<file path="config.mk">
export PLATFORM = sky130hd
export DESIGN_NAME = canria_ctrl
export DESIGN_NICKNAME = d
export VERILOG_FILES = /design/src/rtl/canria_ctrl.v
export VERILOG_INCLUDE_DIRS = /design/src /design/src/rtl
export SDC_FILE = /design/constraint.sdc
export NUM_CORES = 1
export LEC_CHECK = 0
export ABC_AREA = 1
export BUFFER_PORTS_ARGS = -buffer_cell sky130_fd_sc_hd__buf_2
export CAP_MARGIN = 20
export CORE_MARGIN = 2
export CORE_UTILIZATION = 35
export CTS_BUF_LIST = sky130_fd_sc_hd__clkbuf_2 sky130_fd_sc_hd__clkbuf_4 sky130_fd_sc_hd__clkbuf_8
export CTS_CLUSTER_SIZE = 16
export DETAILED_ROUTE_END_ITERATION = 12
export SETUP_SLACK_MARGIN = 0.2
export SLEW_MARGIN = 20
export SYNTH_ARGS = -nofsm -noshare
export SYNTH_HDL_FRONTEND = slang
export SYNTH_SLANG_ARGS = --single-unit
</file>
<file path="constraint.sdc">
create_clock -name i_clk -period 1.8 [get_ports i_clk]
set_input_delay 0.27 -clock i_clk [delete_from_list [all_inputs] [get_ports i_clk]]
set_output_delay 0.27 -clock i_clk [all_outputs]
set_load 0.02 [all_outputs]
</file>
<file path="src/rtl/canria_map.vh">
/*
 * register indexes, field positions, reset values and sequence counts
 * for the can reset / init / autobaud control block.
 * assumes it is included by bare name from the rtl files.
 */
`ifndef CANRIA_MAP_VH
`define CANRIA_MAP_VH

// ****************************************
// peripheral register indexes
// ****************************************
`define CANRIA_IDX_CTRL    4'h0
`define CANRIA_IDX_STAT    4'h1
`define CANRIA_IDX_TEC     4'h2
`define CANRIA_IDX_REC     4'h3
`define CANRIA_IDX_BT0     4'h4
`define CANRIA_IDX_BT1     4'h5

// ****************************************
// control register field positions
// ****************************************
`define CANRIA_CTRL_INIT   0
`define CANRIA_CTRL_ERROR_THRESHOLD_SELECT   1
`define CANRIA_CTRL_BAUD   2
`define CANRIA_CTRL_RST    3
`define CANRIA_CTRL_SIESTA 4
`define CANRIA_CTRL_PDE    5
`define CANRIA_CTRL_STIE   6
`define CANRIA_CTRL_ERIE   7

// ****************************************
// status register field positions
// ****************************************
`define CANRIA_STAT_RXOK   4
`define CANRIA_STAT_TXOK   3

// ****************************************
// reset values and thresholds
// ****************************************
`define CANRIA_CTRL_RESET  8'h09
`define CANRIA_CLEAR       8'h00
`define CANRIA_WARN_LOW    9'h060
`define CANRIA_WARN_HIGH   9'h080
`define CANRIA_PASSIVE     9'h080
`define CANRIA_BUSOFF      9'h100
`define CANRIA_TEC_STEP    9'h008
`define CANRIA_DP_LOCKED   8'h10

// ****************************************
// sequence counts, last bit of a group and last 11-bit group
// ****************************************
`define CANRIA_PWRUP_LAST  4'hA
`define CANRIA_RECOV_LAST  8'h7F

`endif

</file>
<file path="src/rtl/canria_ctrl.v">
/*
 * can reset / init-mode / baud-search control: the lower half of the
 * control register, error counters, warning flag, bus-off recovery and
 * power-up sequencing, the baud-search loopback and the dual-port lock.
 * assumes a protocol core that reports frame ends, bit ticks and error
 * events on i_clk, and a cpu peripheral port with index and strobes.
 */
// Operation
// RULE1: soft reset waits frame end, clears registers
// RULE2: reset bit reads zero until engaged
// RULE3: dual-port memory untouched by soft reset
// RULE4: soft reset clears counters, sets init mode
// RULE5: reset held until software clears bit
// RULE6: eleven recessive bits before normal operation
// RULE7: reset off, init on: program at once
// RULE8: baud search feeds receiver bus AND transmit
// RULE9: baud search holds transmit pin recessive
// RULE10: baud search flags receive ok without store
// RULE11: software clears counters before each attempt
// RULE12: counter write zero gives error active
// RULE13: counter writes update flags, clear warning
// RULE14: status write clears last error code
// RULE15: leaving bus-off clears counters, sets init
// RULE16: warning at 96, or 128 when selected
// RULE17: init mode engages at frame end
// RULE18: counter writes only while init mode
// RULE19: init write one clears light sleep
// RULE20: low sixteen dual-port bytes locked outside init
// RULE21: bus-off recovery 128x11 then 11 bits
// RULE22: init locked while timing register zero
// RULE23: control bits 15..8 read zero
// RULE24: reset or init write exits light sleep
// RULE25: requests apply only at frame boundary
`timescale 1ns/100ps
`include "canria_map.vh"

module canria_ctrl (
  // clock and reset
  input  wire        i_clk,
  input  wire        i_srst,
  // peripheral register port
  input  wire [3:0]  i_reg_idx,
  input  wire        i_reg_wr,
  input  wire        i_reg_rd,
  input  wire [15:0] i_reg_wdata,
  output reg  [15:0] o_reg_rdata,
  // dual-port memory write gate
  input  wire        i_dp_wr,
  input  wire [7:0]  i_dp_addr,
  output reg         o_dp_wr_grant,
  // protocol core events
  input  wire        i_frame_done,
  input  wire        i_bus_idle,
  input  wire        i_bit_tick,
  input  wire        i_core_txd,
  input  wire        i_tx_err,
  input  wire        i_tx_ok,
  input  wire        i_rx_err,
  input  wire        i_rx_ok,
  input  wire        i_rx_stored,
  input  wire        i_err_valid,
  input  wire [2:0]  i_err_code,
  // bus pins
  input  wire        i_can_rx_pin,
  output reg         o_can_transmit_pin,
  // to the protocol core
  output reg         o_core_rxd,
  output reg         o_core_reset,
  output reg         o_core_run,
  output reg         o_error_passive,
  output reg         o_light_sleep,
  output reg  [15:0] o_bus_timing
);

  // ****************************************
  // sequencer states
  // ****************************************
  localparam [4:0] ST_IDLE  = 5'h01;  // bus activity disabled
  localparam [4:0] ST_SYNC  = 5'h02;  // power-up sequence
  localparam [4:0] ST_RUN   = 5'h04;  // normal operation
  localparam [4:0] ST_RECOV = 5'h08;  // bus-off recovery
  localparam [4:0] ST_RSYNC = 5'h10;  // power-up after recovery

  reg  [4:0] state;              // one-hot sequencer state
  reg  [3:0] bit_cnt;            // consecutive recessive bits
  reg  [7:0] seq_cnt;            // completed 11-bit groups
  reg        rx_s1;              // pin sync stage 1
  reg        rx_s2;              // pin sync stage 2
  reg        rx_s3;              // pin sync stage 3
  reg        rx_filt;            // accepted pin level
  reg        erie;               // error irq enable, stored only
  reg        stie;               // status irq enable, stored only
  reg        power_down_enable;  // stored only
  reg        baud_search_mode;
  reg        error_threshold_select;
  reg        rst_req;            // soft reset pending
  reg        can_soft_reset;     // soft reset engaged
  reg        init_req;           // init mode pending
  reg        init_mode;          // init mode engaged
  reg        bus_off_status;
  reg        error_warning_flag;
  reg        receive_ok_flag;
  reg        transmit_ok_flag;
  reg  [2:0] last_error_code;
  reg  [8:0] tec;                // transmit error counter
  reg  [7:0] rec;                // receive error counter
  reg  [7:0] bt0;                // bus timing 0
  reg  [7:0] bt1;                // bus timing 1
  reg  [8:0] next_tec;
  reg  [7:0] next_rec;

  wire       wr_ctrl  = i_reg_wr & (i_reg_idx == `CANRIA_IDX_CTRL);
  wire       wr_stat  = i_reg_wr & (i_reg_idx == `CANRIA_IDX_STAT);
  wire       wr_tec   = i_reg_wr & (i_reg_idx == `CANRIA_IDX_TEC);
  wire       wr_rec   = i_reg_wr & (i_reg_idx == `CANRIA_IDX_REC);
  wire       boundary = i_frame_done | i_bus_idle;  // see RULE25
  wire       timing_ok = (bt0 != `CANRIA_CLEAR) & (bt1 != `CANRIA_CLEAR);
  wire       running  = (state == ST_RUN);
  // the core sees the looped-back level, so count on that
  wire       rx_seen  = baud_search_mode ? (rx_filt & i_core_txd) : rx_filt;
  wire       rec_bit  = i_bit_tick & rx_seen;
  wire       dom_bit  = i_bit_tick & ~rx_seen;
  wire       pwr_done = rec_bit & (bit_cnt == `CANRIA_PWRUP_LAST);
  wire       recov_done = (state == ST_RSYNC) & pwr_done;
  wire [8:0] warn_lvl = error_threshold_select ? `CANRIA_WARN_HIGH : `CANRIA_WARN_LOW;

  // ****************************************
  // pin synchroniser
  // ****************************************

  // three flops; a level counts once stages two and three agree
  always @(posedge i_clk) begin
    if (i_srst) begin
      rx_s1   <= 1'b1;
      rx_s2   <= 1'b1;
      rx_s3   <= 1'b1;
      rx_filt <= 1'b1;
    end else begin
      rx_s1 <= i_can_rx_pin;
      rx_s2 <= rx_s1;
      rx_s3 <= rx_s2;
      if (rx_s2 == rx_s3) begin
        rx_filt <= rx_s3;
      end
    end
  end

  // ****************************************
  // error counter next values
  // ****************************************

  // counters only move while the core really runs; bus-off caps tec
  always @* begin
    next_tec = tec;
    next_rec = rec;
    if (running) begin
      if (i_tx_err) begin
        next_tec = (tec >= `CANRIA_BUSOFF - `CANRIA_TEC_STEP) ? `CANRIA_BUSOFF : tec + `CANRIA_TEC_STEP;
      end else if (i_tx_ok && tec != 9'h000) begin
        next_tec = tec - 9'h001;
      end
      if (i_rx_err && rec != 8'hFF) begin
        next_rec = rec + 8'h01;
      end else if (i_rx_ok && rec != 8'h00) begin
        next_rec = rec - 8'h01;
      end
    end
  end

  // ****************************************
  // control, status and counter registers
  // ****************************************

  // later assignments win: engage, bus-off and recovery override writes
  always @(posedge i_clk) begin
    if (i_srst) begin
      erie                   <= 1'b0;
      stie                   <= 1'b0;
      power_down_enable      <= 1'b0;
      o_light_sleep          <= 1'b0;
      baud_search_mode       <= 1'b0;
      error_threshold_select <= 1'b0;
      rst_req                <= 1'b0;
      can_soft_reset         <= 1'b1;
      init_req               <= 1'b0;
      init_mode              <= 1'b1;
      bus_off_status         <= 1'b0;
      error_warning_flag     <= 1'b0;
      o_error_passive        <= 1'b0;
      receive_ok_flag        <= 1'b0;
      transmit_ok_flag       <= 1'b0;
      last_error_code        <= 3'h0;
      tec                    <= 9'h000;
      rec                    <= 8'h00;
      bt0                    <= `CANRIA_CLEAR;
      bt1                    <= `CANRIA_CLEAR;
    end else begin
      tec <= next_tec;
      rec <= next_rec;
      // flags follow the counters, so any write updates them
      error_warning_flag <= (tec >= warn_lvl) | ({1'b0, rec} >= warn_lvl);  // see RULE16 see RULE13
      o_error_passive    <= (tec >= `CANRIA_PASSIVE) | ({1'b0, rec} >= `CANRIA_PASSIVE);  // see RULE12
      if (i_reg_wr && i_reg_idx == `CANRIA_IDX_BT0) begin
        bt0 <= i_reg_wdata[7:0];
      end
      if (i_reg_wr && i_reg_idx == `CANRIA_IDX_BT1) begin
        bt1 <= i_reg_wdata[7:0];
      end
      // counter writes only while init mode; zero to tec clears both
      if (wr_tec && init_mode) begin  // see RULE18
        tec <= {1'b0, i_reg_wdata[7:0]};
        if (i_reg_wdata[7:0] == `CANRIA_CLEAR) begin
          rec <= `CANRIA_CLEAR;  // see RULE12 see RULE11
        end
      end
      if (wr_rec && init_mode) begin  // see RULE18
        rec <= i_reg_wdata[7:0];
      end
      // status: set wins over a clearing write
      if (wr_stat) begin
        receive_ok_flag  <= i_reg_wdata[`CANRIA_STAT_RXOK];
        transmit_ok_flag <= i_reg_wdata[`CANRIA_STAT_TXOK];
        last_error_code  <= 3'h0;  // see RULE14
      end
      if (running && i_rx_ok && (baud_search_mode || i_rx_stored)) begin
        receive_ok_flag <= 1'b1;  // see RULE10
      end
      if (running && i_tx_ok) begin
        transmit_ok_flag <= 1'b1;
      end
      if (i_err_valid) begin
        last_error_code <= i_err_code;
      end
      // control register write; bits 15..8 are dropped
      if (wr_ctrl) begin  // see RULE23
        erie                   <= i_reg_wdata[`CANRIA_CTRL_ERIE];
        stie                   <= i_reg_wdata[`CANRIA_CTRL_STIE];
        power_down_enable      <= i_reg_wdata[`CANRIA_CTRL_PDE];
        baud_search_mode       <= i_reg_wdata[`CANRIA_CTRL_BAUD];
        error_threshold_select <= i_reg_wdata[`CANRIA_CTRL_ERROR_THRESHOLD_SELECT];
        // reset or init request forces light sleep off
        o_light_sleep <= i_reg_wdata[`CANRIA_CTRL_SIESTA] & ~i_reg_wdata[`CANRIA_CTRL_INIT]
                         & ~i_reg_wdata[`CANRIA_CTRL_RST];  // see RULE19 see RULE24
        if (i_reg_wdata[`CANRIA_CTRL_RST]) begin
          rst_req <= ~can_soft_reset;
        end else begin
          // a zero while nothing is engaged changes nothing running
          rst_req        <= 1'b0;  // see RULE5
          can_soft_reset <= 1'b0;
        end
        // bus-off locks out every write to the init bit
        if (!bus_off_status) begin  // see RULE21
          if (i_reg_wdata[`CANRIA_CTRL_INIT]) begin
            init_req <= ~init_mode;
          end else begin
            init_req <= 1'b0;
            if (timing_ok) begin
              init_mode <= 1'b0;  // see RULE22
            end
          end
        end
      end
      // init mode takes effect only between frames
      if (init_req && boundary && !(wr_ctrl && !i_reg_wdata[`CANRIA_CTRL_INIT])) begin
        init_mode <= 1'b1;  // see RULE17
        init_req  <= 1'b0;
      end
      // bus-off: drop init mode and start recovery
      if (tec >= `CANRIA_BUSOFF && !bus_off_status) begin
        bus_off_status <= 1'b1;  // see RULE21
        init_mode      <= 1'b0;
        init_req       <= 1'b0;
      end
      // recovery complete: counters cleared, init mode set
      if (recov_done) begin
        bus_off_status <= 1'b0;  // see RULE15
        init_mode      <= 1'b1;
        tec            <= 9'h000;
        rec            <= `CANRIA_CLEAR;
      end
      // soft reset engages at a frame boundary; dual-port memory is outside
      if (rst_req && boundary) begin  // see RULE1 see RULE3
        rst_req                <= 1'b0;
        can_soft_reset         <= 1'b1;  // see RULE2
        init_mode              <= 1'b1;  // see RULE4
        init_req               <= 1'b0;
        erie                   <= 1'b0;
        stie                   <= 1'b0;
        power_down_enable      <= 1'b0;
        o_light_sleep          <= 1'b0;
        baud_search_mode       <= 1'b0;
        error_threshold_select <= 1'b0;
        bus_off_status         <= 1'b0;
        error_warning_flag     <= 1'b0;
        receive_ok_flag        <= 1'b0;
        transmit_ok_flag       <= 1'b0;
        last_error_code        <= 3'h0;
        tec                    <= 9'h000;  // see RULE4
        rec                    <= `CANRIA_CLEAR;
        bt0                    <= `CANRIA_CLEAR;
        bt1                    <= `CANRIA_CLEAR;
      end
    end
  end

  // ****************************************
  // power-up and recovery sequencer
  // ****************************************

  // a dominant bit restarts the 11-bit count but keeps whole groups
  always @(posedge i_clk) begin
    if (i_srst) begin
      state   <= ST_IDLE;
      bit_cnt <= 4'h0;
      seq_cnt <= 8'h00;
    end else begin
      case (state)
        ST_IDLE: begin
          bit_cnt <= 4'h0;
          seq_cnt <= 8'h00;
          if (bus_off_status) begin
            state <= ST_RECOV;
          end else if (!init_mode && !can_soft_reset) begin
            state <= ST_SYNC;  // see RULE6
          end
        end
        ST_SYNC, ST_RSYNC: begin
          if (!bus_off_status && (state == ST_RSYNC || init_mode || can_soft_reset)) begin
            state <= ST_IDLE;
          end else if (bus_off_status && state == ST_SYNC) begin
            state <= ST_RECOV;
          end else if (pwr_done) begin
            state   <= (state == ST_SYNC) ? ST_RUN : ST_IDLE;  // see RULE6 see RULE21
            bit_cnt <= 4'h0;
          end else if (rec_bit) begin
            bit_cnt <= bit_cnt + 4'h1;
          end else if (dom_bit) begin
            bit_cnt <= 4'h0;
          end
        end
        ST_RUN: begin
          if (bus_off_status) begin
            state <= ST_RECOV;
          end else if (init_mode || can_soft_reset) begin
            state <= ST_IDLE;
          end
        end
        ST_RECOV: begin
          if (!bus_off_status) begin
            state <= ST_IDLE;
          end else if (pwr_done) begin
            bit_cnt <= 4'h0;
            seq_cnt <= seq_cnt + 8'h01;
            if (seq_cnt == `CANRIA_RECOV_LAST) begin
              state <= ST_RSYNC;  // see RULE21
            end
          end else if (rec_bit) begin
            bit_cnt <= bit_cnt + 4'h1;
          end else if (dom_bit) begin
            bit_cnt <= 4'h0;
          end
        end
        default: begin
          state <= ST_IDLE;
        end
      endcase
    end
  end

  // ****************************************
  // pins, core strobes and read port
  // ****************************************

  // baud search: transmit kept off the bus, receiver sees the AND
  always @(posedge i_clk) begin
    if (i_srst) begin
      o_can_transmit_pin <= 1'b1;
      o_core_rxd         <= 1'b1;
      o_core_reset       <= 1'b1;
      o_core_run         <= 1'b0;
      o_bus_timing       <= 16'h0000;
      o_dp_wr_grant      <= 1'b0;
      o_reg_rdata        <= 16'h0000;
    end else begin
      o_can_transmit_pin <= (baud_search_mode || !running) ? 1'b1 : i_core_txd;  // see RULE9
      o_core_rxd         <= rx_seen;  // see RULE8
      o_core_reset       <= can_soft_reset;  // see RULE5
      o_core_run         <= running & ~can_soft_reset;  // see RULE5
      o_bus_timing       <= {bt1, bt0};
      // outside init the control/status/mask bytes refuse writes
      o_dp_wr_grant <= i_dp_wr & ((i_dp_addr >= `CANRIA_DP_LOCKED) | init_mode);  // see RULE20 see RULE7
      if (i_reg_rd) begin
        case (i_reg_idx)
          `CANRIA_IDX_CTRL: o_reg_rdata <= {8'h00, erie, stie, power_down_enable, o_light_sleep,
                                             can_soft_reset, baud_search_mode, error_threshold_select,
                                             init_mode};  // see RULE23 see RULE2
          `CANRIA_IDX_STAT: o_reg_rdata <= {8'h00, bus_off_status, error_warning_flag, o_light_sleep,
                                             receive_ok_flag, transmit_ok_flag, last_error_code};
          `CANRIA_IDX_TEC:  o_reg_rdata <= {7'h00, tec};
          `CANRIA_IDX_REC:  o_reg_rdata <= {8'h00, rec};
          `CANRIA_IDX_BT0:  o_reg_rdata <= {8'h00, bt0};
          `CANRIA_IDX_BT1:  o_reg_rdata <= {8'h00, bt1};
          default:          o_reg_rdata <= 16'h0000;
        endcase
      end
    end
  end

endmodule // canria_ctrl

</file>
==> flow_summary.ini <==
[outcome]
outcome = finished clean

[final_layout]
layout-drive-gt1-share_pct = 29.6
fin_util_pct = 45.1
fin_nets = 949
diodes = 0
synthToLayoutAreaGrowth_pct = 26.8
final_common_cell = nand2_1
final_cell_mix = nand2_1, dfxtp_1, inv_1

[floorplanning]
io_pins = 86
initial_core_util_pct = 35.6
die_h_um = 128
fp.dieArea_um2 = 16400
rows = 45
die_x_um = 128
coreArea_um2 = 15100

[timing]
min_period_ns = 1.59
rsz0062_at_grt = yes
finalSetupViolCount = 0
timing.hold.ws_ns = 0.0586
finalSetupTns_ns = 0
hold_viol_final = 0
timing.fmax_mhz = 628
finClkSkew_ns = 0.00972
drv_slew = 0
timing.final.crit_share_pct = 88.4

[yosys]
ys_warn_count = 0
yosys.cell_types.count = 43
syn_inst = 773
synth_xor_area_share_pct = 0.812
synthAdderAreaFrac_pct = 3.95
synth_top_family_by_area = simple AND/OR/NAND/NOR gates
synth-edff-count = 0
postSynth.asyncResetShare_pct = 0
synth_ff_type = dfxtp_1
synth-compound-area-share_pct = 18.6
syn-cell-area_um2 = 5390
ys_seq_area_share_pct = 37.9
synth_seq_cells = 102
synth_area_per_cell_um2 = 6.97
synth_mux_area_share_pct = 0
yosys.area_share.simple_pct = 28.6

[placed_design]
io_buffers = 66
gp_congestion = 0.885
dp_hpwl_um = 11900

[critical_path]
cp_max_fo = 6
crit_start = state[3]
crit_arrival_ns = 1.92
crit_type = reg -> reg
start_kind = register
cp-end-kind = register
r2r-start = state[3]
required_ns = 2.13

[power_and_ir_drop]
p_per_area_nw_per_um2 = 821
combPwrFrac_pct = 26.6
p_switching_mw = 1.85
ir_worst_vdd_uv = 435
leakagePower_nw = 3.00
p_int_mw = 3.76
seq_power_share_pct = 42.9
switching_share_pct = 32.9
power.share.clock_pct = 30.5

[global_route]
grt.total_usage_pct = 19.9
grt_pass1_wl_um = 25500
antenna_found_initial = 0
overflow = 0
grt_pass1_vias = 4955
grt_max_degree = 39

[clock_tree]
tritoncts = done
holdBufCountCts = 0
cts_buffers = 9
path_clk_slew_ns = 0.10
htreeDepth = 3
cts_sinks = 102
clk_path_buf_depth = 2
clk_latency_ns = 0.39
cts-root-buf = clkbuf_8

[min_path]
worstHoldStart = i_can_rx_pin
hold_class = in -> reg

[detailed_routing]
wl_met3_um = 1000
firstDrtPassIters = 5
route.met2.wl_um = 7520
wire_per_inst_um = 15.3
wl_um = 16400
drtIter0Drc = 439
met1Wirelength_um = 7580
highest_layer = met4
vias = 5530
drc = 0
via_per_inst = 5.13
antenna_left = 0

[run]
maxCapViolations = 0
metal layers:
| layer | track usage [%] | vias to the layer above |
|---|---|---|
| met5 | 0 | - |
| met4 | 5.82 | 0 |
| li1 | - | 2786 |
| met1 | 27.5 | 2540 |
| met3 | 4.01 | 26 |
| met2 | 31.5 | 178 |
logic make-up (layout without fill, tap and decap cells):
logic type,Yosys count,in the layout
compound gates,179,179
xor+xnor,5,5
fa+ha+maj,17,17
buf+inv,133,244
flops,102,102
other cells,1,7
simple gates,336,336
per-stage QoR:
stage | worst slack (ns) | area (um^2) | cells | power (mW)
after floorplan | 0.237 | 5410 | 779 | 3.23
after global placement | 0.153 | 6080 | 1038 | 3.59
after detailed placement | 0.115 | 6080 | 1038 | 3.58
after CTS | 0.181 | 6400 | 1059 | 5.34
after global routing | 0.114 | 6830 | 1078 | 5.89
final | 0.208 | 6830 | 1078 | 5.61
power groups by stage:
stage          clock (mW)  sequential [mW]  combinational [mW]
6_report             1.71             2.40                1.49
5_1_grt              1.82             2.41                1.66
4_1_cts              1.74             2.39                1.21
3_5_place_dp            0             2.43                1.15
3_3_place_gp            0             2.43                1.16
2_1_floorplan           0             2.44               0.790
registers in the layout, summed over array words and instances (netlist names), 3 cells and up:
signal,count
o_bus_timing,16
o_reg_rdata,9
tec,9
bt0,8
bt1,8
rec,8
seq_cnt,8
state,5
bit_cnt,4
last_error_code,3
timing repair:
| action | 4_1_cts | 5_1_grt |
|---|---|---|
| gates resized for setup | 21 | 99 |
| buffers inserted | 5 | 19 |
| endpoints found under the setup margin | 24 | 32 |
| pin swaps | 5 | 37 |
| gates cloned | 0 | 0 |
path summary, 6_finish.rpt:
kind,end,slack [ns],depth (start not counted)
setup / recovery,seq_cnt[4],0.21,11
hold / removal,rx_s1,0.06,2
setup reg to reg,seq_cnt[4],0.21,11
hold reg to reg,rx_s2,0.42,1
final cells by class:
| cell class | count | area, um^2 |
|---|---|---|
| Multi-Input combinational cell | 544 | 3120 |
| Inverter | 105 | 402 |
| Clock inverter | 5 | 86.3 |
| Fill cell | 1534 | 8310 |
| Tap cell | 188 | 235 |
| Clock buffer | 11 | 145 |
| Sequential cell | 102 | 2080 |
| Timing Repair Buffer | 123 | 769 |
cells in the mapped netlist (2+ instances only):
library cell	number	area share (%)
o31ai_1	8	1.1
o211ai_1	7	0.97
o21ai_0	49	4.5
a211oi_1	2	0.28
inv_2	11	0.77
inv_1	91	6.3
ha_1	17	3.9
nor2_2	8	0.93
o21ai_1	4	0.37
nand4_1	16	1.9
nand3_1	63	5.8
nand2_2	3	0.35
a21oi_1	78	7.2
nor4_1	4	0.46
a21oi_2	2	0.32
a31oi_1	3	0.35
or2_2	3	0.35
buf_4	8	1.1
dfxtp_1	102	38
nor2_4	2	0.42
clkbuf_1	14	0.97
nand3_2	4	0.74
nor2_8	2	0.74
a21boi_0	2	0.28
xor2_1	4	0.65
nand2_1	143	10
nor2_1	73	5.1
o22ai_1	19	2.2
clkinv_1	3	0.21
nand2_4	2	0.42
buf_2	5	0.46
nor3_1	10	0.93
critical path: stages, from the launching register on:
cell	delay, ns
dfxtp_4	0.38
inv_2	0.04
or2_4	0.24
nor2_8	0.18
nand3_4	0.10
nand2_4	0.13
inv_4	0.06
nor2_4	0.13
nand2_2	0.07
nand2_2	0.08
nand2_2	0.04
nor2_1	0.09
No activity file was read; power rests on OpenSTA's default activity.
